<file path="src/hdl/lcs_pkg.sv">
package lcs_pkg;

  localparam int NUM_CH = 4;

  localparam logic [7:0] FS_OFFS_CH1 = 8'h51;
  localparam logic [7:0] FS_OFFS_CH2 = 8'h81;
  localparam logic [7:0] FS_OFFS_CH3 = 8'hB1;
  localparam logic [7:0] FS_OFFS_CH4 = 8'hE1;
  localparam logic [7:0] PULLUP_CFG_OFFS = 8'h20;

  localparam int RXBNE_BIT = 6;
  localparam int RX_DONE_BIT = 2;
  localparam int TX_DONE_BIT = 1;

  localparam logic [7:0] FS_RST = 8'h00;
  localparam logic [7:0] PULLUP_CFG_RST = 8'h55;
  localparam logic [7:0] RD_ZERO = 8'h00;

  typedef enum logic [1:0] {
    PU_OFF = 2'h0,
    PU_NORMAL_ONLY = 2'h1,
    PU_NORMAL_LP = 2'h2,
    PU_ALWAYS = 2'h3
  } lcs_pullup_e;

  localparam logic RECESSIVE = 1'b1;
  localparam logic DOMINANT = 1'b0;

  localparam int CLK_PERIOD_NS = 5;
  localparam int DOM_TIMEOUT_US = 6000;
  localparam int DOM_TIMEOUT_CYC = (DOM_TIMEOUT_US * 1000 + CLK_PERIOD_NS - 1) / CLK_PERIOD_NS;
  localparam int DOM_CNT_W = 21;

endpackage : lcs_pkg

</file>
<file path="src/hdl/lcs_channel_status.sv">
`timescale 1ns/1ps
// Functional notes
// Error-free slave response received sets the reception-complete flag.
// Framing or checksum error keeps reception flag clear, raises error flag.
// Reception-complete raises channel interrupt only with both enables set.
// Error-free master response sent sets the transmission-complete flag.
// Bit error with halt enabled blocks transmission flag, raises error flag.
// Transmission-complete raises channel interrupt only with both enables set.
// First received data byte stored sets buffer-not-empty flag.
// Buffer-not-empty also set when master transmits the response.
// Software clears buffer-not-empty only after reading all buffers.
// Flags clear on writing one; zero leaves them; reserved bits read zero.
// Initialization request forces all three flags clear.
// In Normal mode, transmitter output recessive when controller not sending.
// Bus dominant past timeout switches master pull-up off, slave stays.
// Bus recessive again re-enables master pull-up and resets timer.
// Four pull-up configurations: off, normal only, normal plus low-power, both.
// Checksum or framing error discards frame, returns controller idle.
// Two-bit per-channel pull-up setting, default trimmed in Normal mode only.
module lcs_channel_status #(
  parameter int NUM_CH = lcs_pkg::NUM_CH,
  parameter int DOM_CNT_W = lcs_pkg::DOM_CNT_W,
  parameter int DOM_TIMEOUT_CYC = lcs_pkg::DOM_TIMEOUT_CYC
) (
  input wire logic clk,
  input wire logic rst,
  input wire logic [7:0] regAddr,
  input wire logic regWrEn,
  input wire logic [7:0] regWrData,
  input wire logic regRdEn,
  output logic [7:0] regRdData,
  output logic regRdValid,
  input wire logic [NUM_CH-1:0] initReq,
  input wire logic [NUM_CH-1:0] haltOnBitErr,
  input wire logic [NUM_CH-1:0] bufDirTx,
  input wire logic [NUM_CH-1:0] rxCompleteIrqEn,
  input wire logic [NUM_CH-1:0] txCompleteIrqEn,
  input wire logic [NUM_CH-1:0] chanStatusIrqEn,
  input wire logic [NUM_CH-1:0] rxFirstByteStored,
  input wire logic [NUM_CH-1:0] rxRespDone,
  input wire logic [NUM_CH-1:0] rxFrameErr,
  input wire logic [NUM_CH-1:0] rxCksumErr,
  input wire logic [NUM_CH-1:0] txRespDone,
  input wire logic [NUM_CH-1:0] txBitErr,
  input wire logic normalMode,
  input wire logic lowPowerMode,
  input wire logic [NUM_CH-1:0] masterTxActive,
  input wire logic [NUM_CH-1:0] masterTxBit,
  input wire logic [NUM_CH-1:0] linRx,
  output logic [NUM_CH-1:0] linTxOut,
  output logic [NUM_CH-1:0] masterPullupOn,
  output logic [NUM_CH-1:0] lowPowerPullupOn,
  output logic [NUM_CH-1:0] domTimeout,
  output logic [NUM_CH-1:0] channelStatusIrq,
  output logic [NUM_CH-1:0] errFrameSet,
  output logic [NUM_CH-1:0] errCksumSet,
  output logic [NUM_CH-1:0] errBitSet,
  output logic [NUM_CH-1:0] masterIdleReq
);

  function automatic logic [7:0] fsOffset(input int ch);
    case (ch)
      0: fsOffset = lcs_pkg::FS_OFFS_CH1;
      1: fsOffset = lcs_pkg::FS_OFFS_CH2;
      2: fsOffset = lcs_pkg::FS_OFFS_CH3;
      default: fsOffset = lcs_pkg::FS_OFFS_CH4;
    endcase
  endfunction : fsOffset

  // Packs the three flags into their register positions, rest zero
  function automatic logic [7:0] fsPack(
    input logic bneBit,
    input logic rxBit,
    input logic txBit
  );
    logic [7:0] v;
    v = lcs_pkg::FS_RST;
    v[lcs_pkg::RXBNE_BIT] = bneBit;
    v[lcs_pkg::RX_DONE_BIT] = rxBit;
    v[lcs_pkg::TX_DONE_BIT] = txBit;
    fsPack = v;
  endfunction : fsPack

  // One status flag: init beats set, set beats a same-cycle clear
  function automatic logic flagNext(
    input logic setEv,
    input logic clrEv,
    input logic initLvl,
    input logic cur
  );
    flagNext = initLvl ? 1'b0 : (setEv || (cur && !clrEv));
  endfunction : flagNext

  // Interrupt pulse needs a real set, no init, and both enables
  function automatic logic irqGate(
    input logic setEv,
    input logic initLvl,
    input logic srcEn,
    input logic chanEn
  );
    irqGate = setEv && !initLvl && srcEn && chanEn;
  endfunction : irqGate

  // Flag state
  logic [NUM_CH-1:0] rxDone_r;
  logic [NUM_CH-1:0] rxDone_nxt;
  logic [NUM_CH-1:0] txDone_r;
  logic [NUM_CH-1:0] txDone_nxt;
  logic [NUM_CH-1:0] rxbne_r;
  logic [NUM_CH-1:0] rxbne_nxt;

  // Config register and read port
  logic [7:0] pullupCfg_r;
  logic [7:0] rdData_r;
  logic rdValid_r;

  // Registered outputs
  logic [NUM_CH-1:0] linTx_r;
  logic [NUM_CH-1:0] irq_r;
  logic [NUM_CH-1:0] errFrame_r;
  logic [NUM_CH-1:0] errCksum_r;
  logic [NUM_CH-1:0] errBit_r;
  logic [NUM_CH-1:0] idleReq_r;

  // Per-channel decode and events
  logic [NUM_CH-1:0] fsHit;
  logic [NUM_CH-1:0] setRx;
  logic [NUM_CH-1:0] setTx;
  logic [NUM_CH-1:0] setBne;
  logic [NUM_CH-1:0] clrRx;
  logic [NUM_CH-1:0] clrTx;
  logic [NUM_CH-1:0] clrBne;
  logic [NUM_CH-1:0] irqRx;
  logic [NUM_CH-1:0] irqTx;
  logic [NUM_CH-1:0] rxErr;
  logic [NUM_CH-1:0] haltBitErr;
  logic [NUM_CH-1:0] txOutNxt;

  // Read path
  logic [7:0] fsWord [NUM_CH];
  logic [7:0] rdMux;

  wire cfgHit = (regAddr == lcs_pkg::PULLUP_CFG_OFFS);

  genvar g;
  generate
    for (g = 0; g < NUM_CH; g++) begin : gCh
      assign fsHit[g] = (regAddr == fsOffset(g));
      assign fsWord[g] = fsPack(rxbne_r[g], rxDone_r[g], txDone_r[g]);
    end

    for (g = 0; g < NUM_CH; g++) begin : gEvt

      assign rxErr[g] = rxFrameErr[g] || rxCksumErr[g];
      assign setRx[g] = rxRespDone[g] && !rxErr[g];
      assign haltBitErr[g] = txBitErr[g] && haltOnBitErr[g];
      assign setTx[g] = txRespDone[g] && !haltBitErr[g];
      assign setBne[g] = rxFirstByteStored[g] || (txRespDone[g] && bufDirTx[g]);
    end

    for (g = 0; g < NUM_CH; g++) begin : gClr
      // Clear only on a one written to the bit
      assign clrRx[g] = regWrEn && fsHit[g] && regWrData[lcs_pkg::RX_DONE_BIT];
      assign clrTx[g] = regWrEn && fsHit[g] && regWrData[lcs_pkg::TX_DONE_BIT];
      assign clrBne[g] = regWrEn && fsHit[g] && regWrData[lcs_pkg::RXBNE_BIT];
    end

    for (g = 0; g < NUM_CH; g++) begin : gNxt
      // Software clear loses to a set arriving in the same cycle
      assign rxDone_nxt[g] = flagNext(
        setRx[g],
        clrRx[g],
        initReq[g],
        rxDone_r[g]
      );
      assign txDone_nxt[g] = flagNext(
        setTx[g],
        clrTx[g],
        initReq[g],
        txDone_r[g]
      );
      assign rxbne_nxt[g] = flagNext(
        setBne[g],
        clrBne[g],
        initReq[g],
        rxbne_r[g]
      );
    end

    for (g = 0; g < NUM_CH; g++) begin : gIrq
      // Interrupt pulses only on a real set, gated by both enables
      assign irqRx[g] = irqGate(
        setRx[g],
        initReq[g],
        rxCompleteIrqEn[g],
        chanStatusIrqEn[g]
      );
      assign irqTx[g] = irqGate(
        setTx[g],
        initReq[g],
        txCompleteIrqEn[g],
        chanStatusIrqEn[g]
      );
    end

    for (g = 0; g < NUM_CH; g++) begin : gTx
      // Outside Normal mode the driver is held recessive as well
      assign txOutNxt[g] = (normalMode && masterTxActive[g]) ? masterTxBit[g]
        : lcs_pkg::RECESSIVE;
    end

    for (g = 0; g < NUM_CH; g++) begin : gTerm
      lcs_termination #(
        .CNT_W(DOM_CNT_W),
        .TIMEOUT_CYC(DOM_TIMEOUT_CYC)
      ) uTerm (
        .clk(clk),
        .rst(rst),
        .linRx(linRx[g]),
        .normalMode(normalMode),
        .lowPowerMode(lowPowerMode),
        .pullupCfg(pullupCfg_r[2*g +: 2]),
        .masterPullupOn(masterPullupOn[g]),
        .lowPowerPullupOn(lowPowerPullupOn[g]),
        .domTimeout(domTimeout[g])
      );
    end
  endgenerate

  always_comb begin
    rdMux = lcs_pkg::RD_ZERO;
    if (cfgHit) begin
      rdMux = pullupCfg_r;
    end
    for (int i = 0; i < NUM_CH; i++) begin
      if (fsHit[i]) begin
        rdMux = fsWord[i];
      end
    end
  end

  always_ff @(posedge clk) begin
    if (rst) begin
      rxDone_r <= '0;
    end else begin
      rxDone_r <= rxDone_nxt;
    end
  end

  always_ff @(posedge clk) begin
    if (rst) begin
      txDone_r <= '0;
    end else begin
      txDone_r <= txDone_nxt;
    end
  end

  always_ff @(posedge clk) begin
    if (rst) begin
      rxbne_r <= '0;
    end else begin
      rxbne_r <= rxbne_nxt;
    end
  end

  always_ff @(posedge clk) begin
    if (rst) begin
      pullupCfg_r <= lcs_pkg::PULLUP_CFG_RST;
    end else if (regWrEn && cfgHit) begin
      pullupCfg_r <= regWrData;
    end
  end

  always_ff @(posedge clk) begin
    if (rst) begin
      rdData_r <= lcs_pkg::RD_ZERO;
    end else if (regRdEn) begin
      rdData_r <= rdMux;
    end
  end

  always_ff @(posedge clk) begin
    if (rst) begin
      rdValid_r <= 1'b0;
    end else begin
      rdValid_r <= regRdEn;
    end
  end

  // Error pulses feed the error-status register kept elsewhere
  always_ff @(posedge clk) begin
    if (rst) begin
      errFrame_r <= '0;
    end else begin
      errFrame_r <= rxRespDone & rxFrameErr;
    end
  end

  always_ff @(posedge clk) begin
    if (rst) begin
      errCksum_r <= '0;
    end else begin
      errCksum_r <= rxRespDone & rxCksumErr;
    end
  end

  always_ff @(posedge clk) begin
    if (rst) begin
      errBit_r <= '0;
    end else begin
      errBit_r <= txBitErr;
    end
  end

  always_ff @(posedge clk) begin
    if (rst) begin
      idleReq_r <= '0;
    end else begin
      idleReq_r <= (rxRespDone & rxErr) | haltBitErr;
    end
  end

  always_ff @(posedge clk) begin
    if (rst) begin
      irq_r <= '0;
    end else begin
      irq_r <= irqRx | irqTx;
    end
  end

  always_ff @(posedge clk) begin
    if (rst) begin
      linTx_r <= {NUM_CH{lcs_pkg::RECESSIVE}};
    end else begin
      linTx_r <= txOutNxt;
    end
  end

  assign regRdData = rdData_r;
  assign regRdValid = rdValid_r;
  assign linTxOut = linTx_r;
  assign channelStatusIrq = irq_r;
  assign errFrameSet = errFrame_r;
  assign errCksumSet = errCksum_r;
  assign errBitSet = errBit_r;
  assign masterIdleReq = idleReq_r;

endmodule : lcs_channel_status

</file>
<file path="src/hdl/lcs_termination.sv">
`timescale 1ns/1ps
module lcs_termination #(
  parameter int CNT_W = lcs_pkg::DOM_CNT_W,
  parameter int TIMEOUT_CYC = lcs_pkg::DOM_TIMEOUT_CYC
) (
  input wire logic clk,
  input wire logic rst,
  input wire logic linRx,
  input wire logic normalMode,
  input wire logic lowPowerMode,
  input wire logic [1:0] pullupCfg,
  output logic masterPullupOn,
  output logic lowPowerPullupOn,
  output logic domTimeout
);

  logic linSync1_r;
  logic linSync2_r;
  logic [CNT_W-1:0] domCnt_r;
  logic [CNT_W-1:0] domCnt_nxt;
  logic domTimeout_r;
  logic domTimeout_nxt;
  logic masterOn_r;
  logic lpOn_r;

  localparam logic [CNT_W-1:0] LIMIT = CNT_W'(TIMEOUT_CYC);
  localparam logic [CNT_W-1:0] ONE = CNT_W'(1);

  wire busRecessive = (linSync2_r == lcs_pkg::RECESSIVE);
  wire limitHit = (domCnt_r >= LIMIT);
  wire cfgOff = (pullupCfg == lcs_pkg::PU_OFF);
  wire cfgAlways = (pullupCfg == lcs_pkg::PU_ALWAYS);
  wire cfgNormLp = (pullupCfg == lcs_pkg::PU_NORMAL_LP);
  // Slave pull-up stays on outside; only master paths are gated
  wire masterWant = (normalMode && !cfgOff) || (lowPowerMode && cfgAlways);
  wire lpWant = lowPowerMode && cfgNormLp;

  // Counter saturates so a long stuck bus never wraps back on
  assign domCnt_nxt = busRecessive ? '0 : (limitHit ? domCnt_r : domCnt_r + ONE);
  assign domTimeout_nxt = busRecessive ? 1'b0 : (domTimeout_r || limitHit);

  always_ff @(posedge clk) begin
    linSync1_r <= linRx;
    linSync2_r <= linSync1_r;
  end

  always_ff @(posedge clk) begin
    if (rst) begin
      domCnt_r <= '0;
      domTimeout_r <= 1'b0;
      masterOn_r <= 1'b0;
      lpOn_r <= 1'b0;
    end else begin
      domCnt_r <= domCnt_nxt;
      domTimeout_r <= domTimeout_nxt;
      masterOn_r <= masterWant && !domTimeout_nxt;
      lpOn_r <= lpWant && !domTimeout_nxt;
    end
  end

  assign masterPullupOn = masterOn_r;
  assign lowPowerPullupOn = lpOn_r;
  assign domTimeout = domTimeout_r;

endmodule : lcs_termination

</file>
<file path="config.mk">
export PLATFORM = sky130hd
export DESIGN_NAME = lcs_channel_status
export DESIGN_NICKNAME = d
export VERILOG_FILES = /design/src/hdl/lcs_pkg.sv /design/src/hdl/lcs_channel_status.sv /design/src/hdl/lcs_termination.sv
export SDC_FILE = /design/constraint.sdc
export NUM_CORES = 1
export LEC_CHECK = 0
export BUFFER_PORTS_ARGS = -buffer_cell sky130_fd_sc_hd__buf_4
export CORE_MARGIN = 3
export CORE_UTILIZATION = 53
export CTS_BUF_LIST = sky130_fd_sc_hd__clkbuf_8
export DETAILED_ROUTE_END_ITERATION = 16
export GPL_ROUTABILITY_DRIVEN = 0
export PLACE_DENSITY = 0.79
export SLEW_MARGIN = 5
export SYNTH_ARGS = -nofsm -noshare
export SYNTH_HDL_FRONTEND = slang
export SYNTH_HIERARCHICAL = 1
export SYNTH_SLANG_ARGS = --single-unit
</file>
<file path="constraint.sdc">
create_clock -name clk -period 3.18 [get_ports clk]
set_input_delay 0.954 -clock clk [delete_from_list [all_inputs] [get_ports clk]]
set_output_delay 0.954 -clock clk [all_outputs]
set_load 0.03 [all_outputs]
</file>
==> results of run 1 <==
-- area by class of cell --
type | count | area (um^2)
timing repair buffer | 126 | 946
inverter | 24 | 90.1
fill | 1019 | 4030
multi-input combinational | 578 | 3510
clock inverter | 13 | 126
clock buffer | 19 | 262
tap | 168 | 210
sequential | 157 | 3140
-- worst register-to-register path, stage by stage (launching register included) --
cell and delay [ns]:
dfxtp_1 0.33, and3_1 0.23, a31oi_1 0.37, o21ai_2 0.28, o21ba_2 0.28, nor4_1 0.46
-- registers in the layout (all words and copies together), names as in the netlist --
name and flops:
gTerm.uTerm/domCnt_r 84, pullupCfg_r 8, regRdData 8, channelStatusIrq 4, errBitSet 4, errCksumSet 4, errFrameSet 4, gTerm.uTerm/busRecessive 4
gTerm.uTerm/domTimeout 4, gTerm.uTerm/linSync1_r 4, gTerm.uTerm/lowPowerPullupOn 4, gTerm.uTerm/masterPullupOn 4, linTxOut 4, masterIdleReq 4, rxDone_r 4, rxbne_r 4
txDone_r 4, regRdValid 1
-- stage by stage --
stage	setup WS (ns)	total power, uW	cells
after floorplan	1.06	2190	786
after global placement	0.458	2330	1053
after detailed placement	0.468	2330	1053
after CTS	0.957	3770	1085
after global routing	0.778	3880	1085
final	0.919	3740	1085
-- per-layer routing --
layer	vias up	wire (um)	share of wire (%)
li1	3089	-	-
met1	2884	6810	42
met2	160	7940	49
met3	35	973	6.1
met4	0	327	2.0
met5	-	0	0
-- final timing paths --
check / startpoint / to / cells after the start
max: regAddr[3] / pullupCfg_r[4]$_SDFFE_PP1P_ / 4
min: gTerm[1].uTerm/linSync1_r$_DFF_P_ / gTerm[1].uTerm/busRecessive$_DFF_P_ / 0
max reg2reg: gTerm[3].uTerm/domCnt_r[11]$_SDFFE_PP0N_ / gTerm[3].uTerm/lowPowerPullupOn$_SDFF_PP0_ / 5
min reg2reg: gTerm[1].uTerm/linSync1_r$_DFF_P_ / gTerm[1].uTerm/busRecessive$_DFF_P_ / 0
-- synthesized netlist by cell type, types with 4 or more instances --
| cell type | instances |
|---|---|
| a211o_1 | 4 |
| a21o_1 | 5 |
| a21o_2 | 4 |
| a21oi_1 | 65 |
| a22o_1 | 5 |
| a22oi_1 | 4 |
| a31oi_1 | 7 |
| and3_1 | 13 |
| and3b_1 | 8 |
| and4_1 | 8 |
| buf_1 | 4 |
| buf_2 | 9 |
| clkbuf_1 | 13 |
| dfxtp_1 | 157 |
| ha_1 | 8 |
| inv_1 | 24 |
| mux2i_1 | 4 |
| nand2_1 | 57 |
| nand3_1 | 34 |
| nand3b_1 | 5 |
| nand4_1 | 32 |
| nor2_1 | 73 |
| nor2b_1 | 12 |
| nor3_1 | 16 |
| nor3b_1 | 4 |
| nor4_1 | 8 |
| nor4_2 | 4 |
| o211ai_1 | 6 |
| o211ai_2 | 4 |
| o21ai_0 | 66 |
| o21ai_2 | 4 |
| o21ba_2 | 4 |
| o31ai_2 | 4 |
| or2_2 | 9 |
| or3_1 | 44 |
| or4b_4 | 4 |
| xnor2_1 | 20 |
| xor2_1 | 13 |
-- cell families (layout without fill, tap and decap cells) --
| kind of cell | after synthesis | in the layout | share of synthesized area [%] |
|---|---|---|---|
| and+or+nand+nor | 340 | 340 | 27.4 |
| buffers and inverters | 51 | 182 | 3.01 |
| AOI/OAI and AO/OA | 193 | 193 | 17.5 |
| DFF | 157 | 157 | 45.8 |
| xor gates and xnor gates | 33 | 33 | 4.22 |
| adders and majority gates | 8 | 8 | 1.46 |
| muxes | 4 | 4 | 0.584 |
-- power by group through the flow --
| stage | logic [uW] | registers (uW) | clock network (uW) |
|---|---|---|---|
| 6_report | 273 | 2010 | 1450 |
| 5_1_grt | 297 | 2020 | 1570 |
| 4_1_cts | 274 | 2010 | 1480 |
| 3_5_place_dp | 273 | 2060 | 0 |
| 3_3_place_gp | 266 | 2060 | 0 |
| 2_1_floorplan | 96.3 | 2090 | 0 |
==> metrics.csv, run 1 <==
stage,metric,value,unit
global_routing,GRT Max-Usage Layer,met2,
sta,Post-Route Setup TNS,0,ns
global_routing,GR Util met2,38.9,%
drt,1st-pass router iterations,5,
placed_design,placed cell area,0.00790,mm^2
drt,via/cell ratio,5.68,
floorplan,die area,0.0143,mm^2
worst_setup_path,Top Family by Delay on Critical Path,simple AND/OR/NAND/NOR gates,
logic_synthesis,Mapped Cells,786,
power_and_ir_drop,"IR drop worst, VDD",0.321,mV
logic_synthesis,Ys Warns,6,
logic_synthesis,ys async rst share,0,%
layout,"most common cell after layout, fill and taps aside",dfxtp_1,
clock_tree,clock root buffer,clkbuf_8,
logic_synthesis,Yosys top cell area share,45.8,%
clock_tree,Clock Tree Buf Depth,2,
logic_synthesis,sequential share of the synthesized area,45.8,%
layout,Final Util,67.3,%
global_routing,M1 GR Usage,26.2,%
sta,"Slew Viols, Final",0,
status,status,completed,
global_routing,Tot GR Track Use,22.5,%
clock_tree,setup bufs post-CTS,0,
floorplan,die width,120,um
power_and_ir_drop,switching power,887,uW
clock_tree,Hold Buf Count CTS,0,
layout,share of post-route cells with drive strength above 1,21.6,%
sta,RSZ-0062 raised after global routing,false,
worst_setup_path,critical path arrival,2.61,ns
global_routing,initial antenna violation count,0,
logic_synthesis,"Top FF cell, synth",dfxtp_1,
logic_synthesis,Synth Area per Inst,8.72,um^2
global_routing,grt ovf,0,
sta,Final Hold Slack,0.329,ns
clock_tree,H-tree depth,4,
layout,final-stage net count,994,
placed_design,Post-DP HPWL,11800,um
power_and_ir_drop,sequential share of power,53.9,%
worst_setup_path,Worst path max stage delay,0.58,ns
global_routing,GR Util met3,6.41,%
worst_setup_path,cells along the critical path,buf_4 -> nor3_2 -> nand4_1 -> a211o_1,
clock_tree,worst skew pair latency,0.45,ns
sta,hold violation count in the final report,0,
layout,final instance area,0.00828,mm^2
logic_synthesis,largest area contributor in the netlist,dfxtp_1,
sta,Fmax achieved,442,MHz
floorplan,Starting Density,55.7,%
flow_run,# Max-Cap Violations,0,
floorplan,# rows,40,
clock_tree,Clock Sinks,157,
power_and_ir_drop,internal power,2850,uW
global_routing,number of global-route vias before repair,5904,
worst_setup_path,R2R Setup Slk,1.08,ns
worst_setup_path,WS Path Type,in -> reg,
global_routing,largest net degree at the start of global routing,51,
worst_setup_path,CP Capture Type,flop,
logic_synthesis,top post-synthesis cells by area,"dfxtp_1, o21ai_0, a21oi_1, or3_1, nor2_1",
logic_synthesis,"flops & latches, synth",157,
sta,crit share post-route,71.1,%
layout,n_diodes,0,
logic_synthesis,Post-Syn Area,0.00686,mm^2
worst_setup_path,CP Max Fanout,12,
floorplan,die height,120,um
clock_tree,TritonCTS buffer count,17,
drt,DR iter-0 viols,385,
sta,final setup vio count,0,
power_and_ir_drop,sw frac,23.7,%
min_path,Worst Hold Class,reg -> reg,
sta,Tightest Pin Transition,0.635,ns
layout,most frequent cells in the layout,"dfxtp_1, buf_4, nor2_1",
sta,Slew headroom,57.6,%
global_routing,first-pass GRT wire length,26600,um
power_and_ir_drop,leak pwr,0.00304,uW
power_and_ir_drop,PwrDens,452,mW/mm^2
worst_setup_path,worst path required time,3.52,ns
worst_setup_path,CP Buf/Inv Count,1,
sta,fin crit period,2.26,ns
sta,Setup Skew,0.00904,ns
worst_setup_path,Startpoint Class,primary input,
floorplan,Core ar.,0.0123,mm^2
drt,Antenna Nets Post-Route,0,
logic_synthesis,Post-synth EDFFs,0,
clock_tree,PostCTS Resize Cnt,0,
floorplan,# IOs,127,
clock_tree,"Reg clk slew, reported paths",0.08,ns
drt,aggregate routed wire length,16100,um
clock_tree,CTS tree,done,
power_and_ir_drop,clock share of power,38.8,%
drt,via count,6168,
drt,DRC,0,
drt,Avg WL per Cell,14.8,um
layout,P&R area growth vs syn,20.8,%
logic_synthesis,post-synth cell types,54,
placed_design,port bufs,126,
logic_synthesis,Mapped Nets,876,
worst_setup_path,"slowest stage cell, crit path",nand4_1,
power_and_ir_drop,combinational share of power,7.3,%
Note: power is estimated with default switching activity, not from simulation.
==> run 2, diff against run 1 <==
--- a/config.mk
+++ b/config.mk
@@ -7,11 +7,11 @@
 export LEC_CHECK = 0
 export BUFFER_PORTS_ARGS = -buffer_cell sky130_fd_sc_hd__buf_4
 export CORE_MARGIN = 3
-export CORE_UTILIZATION = 53
+export CORE_UTILIZATION = 52
 export CTS_BUF_LIST = sky130_fd_sc_hd__clkbuf_8
 export DETAILED_ROUTE_END_ITERATION = 16
 export GPL_ROUTABILITY_DRIVEN = 0
-export PLACE_DENSITY = 0.79
+export PLACE_DENSITY = 0.8
 export SLEW_MARGIN = 5
 export SYNTH_ARGS = -nofsm -noshare
 export SYNTH_HDL_FRONTEND = slang
==> constraint.sdc (replaced) <==
create_clock -name clk -period 2.05 [get_ports clk]
set_input_delay 0.615 -clock clk [delete_from_list [all_inputs] [get_ports clk]]
set_output_delay 0.615 -clock clk [all_outputs]
set_load 0.03 [all_outputs]
==> metrics.csv, run 2 (synthesis results as in run 1) <==
stage,metric,value,unit,change
clock_tree,clock root buffer,clkbuf_8,,
worst_setup_path,Worst Reg-to-Reg Cells,5,,unchanged
clock_tree,CTS tree,done,,
global_routing,number of global-route vias before repair,5702,,-3.4%
sta,Slew headroom,67.8,%,+10 points
min_path,Worst Hold Depth,1,,+1
drt,Avg WL per Cell,14.3,um,-3.5%
drt,1st-pass router iterations,6,,+1
flow_run,# Max-Cap Violations,0,,unchanged
power_and_ir_drop,PwrDens,696,mW/mm^2,+54%
clock_tree,Clock Sinks,157,,unchanged
power_and_ir_drop,"IR drop worst, VDD",0.479,mV,+49%
layout,"most common cell after layout, fill and taps aside",dfxtp_1,,
floorplan,die area,0.0146,mm^2,+1.8%
power_and_ir_drop,clock share of power,39.0,%,+0.2 points
layout,final-stage net count,1005,,+1.1%
power_and_ir_drop,sequential share of power,53.6,%,-0.3 points
sta,hold violation count in the final report,0,,unchanged
global_routing,initial antenna violation count,0,,unchanged
clock_tree,setup bufs post-CTS,0,,unchanged
floorplan,Core ar.,0.0128,mm^2,+3.8%
sta,"Slew Viols, Final",0,,unchanged
layout,P&R area growth vs syn,22.2,%,
drt,via count,6137,,-0.50%
worst_setup_path,worst path required time,2.39,ns,-1.13 ns
sta,fin crit period,1.82,ns,
layout,max reg flops,84,,unchanged
layout,n_diodes,0,,unchanged
global_routing,first-pass GRT wire length,26500,um,-0.33%
global_routing,largest net degree at the start of global routing,35,,-31%
placed_design,Post-DP HPWL,11400,um,-3.8%
sta,Setup Skew,0.0141,ns,+0.00503 ns
drt,via/cell ratio,5.58,,-1.9%
global_routing,Tot GR Track Use,22.3,%,-0.20 points
clock_tree,H-tree depth,4,,unchanged
placed_design,placed cell area,0.00798,mm^2,+1.1%
worst_setup_path,CP Capture Type,flop,,
drt,DRC,0,,unchanged
min_path,Worst Hold Class,in -> reg,,
worst_setup_path,CP Max Fanout,4,,-8
clock_tree,Clock Tree Buf Depth,2,,unchanged
worst_setup_path,critical path arrival,2.16,ns,-0.45 ns
power_and_ir_drop,leak pwr,0.00310,uW,+1.7%
power_and_ir_drop,sw frac,24.3,%,+0.56 points
worst_setup_path,Startpoint Class,flop,,
floorplan,die width,121,um,+0.91%
clock_tree,"Reg clk slew, reported paths",0.09,ns,about the same
worst_setup_path,WS Path Type,reg -> reg,,
global_routing,grt ovf,0,,unchanged
layout,share of post-route cells with drive strength above 1,22.6,%,+1.0 points
drt,Antenna Nets Post-Route,0,,unchanged
floorplan,# rows,41,,+2.5%
sta,Tightest Pin Transition,0.480,ns,-0.155 ns
layout,final instance area,0.00838,mm^2,+1.2%
clock_tree,worst skew pair latency,0.46,ns,about the same
floorplan,die height,121,um,+0.91%
power_and_ir_drop,combinational share of power,7.4,%,about the same
power_and_ir_drop,switching power,1420,uW,+60%
drt,DR iter-0 viols,598,,+55%
layout,most flop-heavy register,gTerm.uTerm/domCnt_r,,
sta,Fmax achieved,550,MHz,
sta,RSZ-0062 raised after global routing,false,,
sta,final setup vio count,0,,unchanged
sta,crit share post-route,88.6,%,
clock_tree,TritonCTS buffer count,17,,unchanged
sta,Post-Route Setup TNS,0,ns,unchanged
floorplan,# IOs,127,,unchanged
floorplan,Starting Density,53.7,%,-2.0 points
status,status,completed,,
drt,aggregate routed wire length,15700,um,-2.2%
power_and_ir_drop,internal power,4420,uW,+55%
layout,most frequent cells in the layout,"dfxtp_1, buf_4, nor2_1",,
placed_design,port bufs,126,,unchanged
-- run 2: power by group through the flow --
| stage | Sequential [uW] | Clock, uW | Combinational [uW] |
|---|---|---|---|
| after floorplan | 3250 | 0 | 149 |
| after global placement | 3200 | 0 | 424 |
| after detailed placement | 3200 | 0 | 430 |
| after CTS | 3130 | 2340 | 432 |
| after global routing | 3130 | 2490 | 469 |
| final | 3130 | 2270 | 430 |
-- run 2: layout make-up --
type | count | area [um^2]
Clock buffer | 18 | 248
Multi-Input combinational cell | 578 | 3510
Sequential cell | 157 | 3140
Timing Repair Buffer | 137 | 1030
Fill cell | 1047 | 4390
Tap cell | 172 | 215
Inverter | 24 | 90.1
Clock inverter | 14 | 143
-- run 2: path summary, 6_finish.rpt --
kind,startpoint,end,slack (ns)
worst max-delay path,gTerm[3].uTerm/domCnt_r[17]$_SDFFE_PP0N_,gTerm[3].uTerm/domCnt_r[19]$_SDFFE_PP0N_,0.23
worst min-delay path,linRx[0],gTerm[0].uTerm/linSync1_r$_DFF_P_,0.25
worst max register to register,gTerm[3].uTerm/domCnt_r[17]$_SDFFE_PP0N_,gTerm[3].uTerm/domCnt_r[19]$_SDFFE_PP0N_,0.23
worst min register to register,gTerm[3].uTerm/linSync1_r$_DFF_P_,gTerm[3].uTerm/busRecessive$_DFF_P_,0.33
-- run 2: critical path, stage by stage (launching register included) --
cell	delay [ns]
dfxtp_1	0.37
o31ai_2	0.33
or4b_4	0.54
nor4_2	0.26
xnor2_1	0.15
nor2_1	0.06
-- run 2: metal layers --
layer	track usage (%)	vias up	part of all wire, %
met5	0	-	0
li1	-	3113	-
met1	28.6	2823	45
met3	6.92	25	5.9
met2	35.3	176	47
met4	8.14	0	1.8
-- run 2: what timing repair did --
action,in CTS,in global routing
hold buffers,0,0
endpoints found under the setup margin,0,8
gates resized for setup,0,1
-- run 2: through the flow --
| step | power [uW] | worst slack [ns] | hold WS [ns] | cells | utilization, % |
|---|---|---|---|---|---|
| CTS | 5900 | 0.184 | 0.219 | 1100 | 65.6 |
| global route | 6090 | 0.0822 | 0.213 | 1100 | 65.6 |
| global placement | 3620 | 0.158 | 0.310 | 1068 | 62.5 |
| detailed placement | 3630 | 0.121 | 0.312 | 1068 | 62.5 |
| finish | 5830 | 0.233 | 0.249 | 1100 | 65.6 |
| floorplan | 3400 | 0.264 | 0.310 | 786 | - |
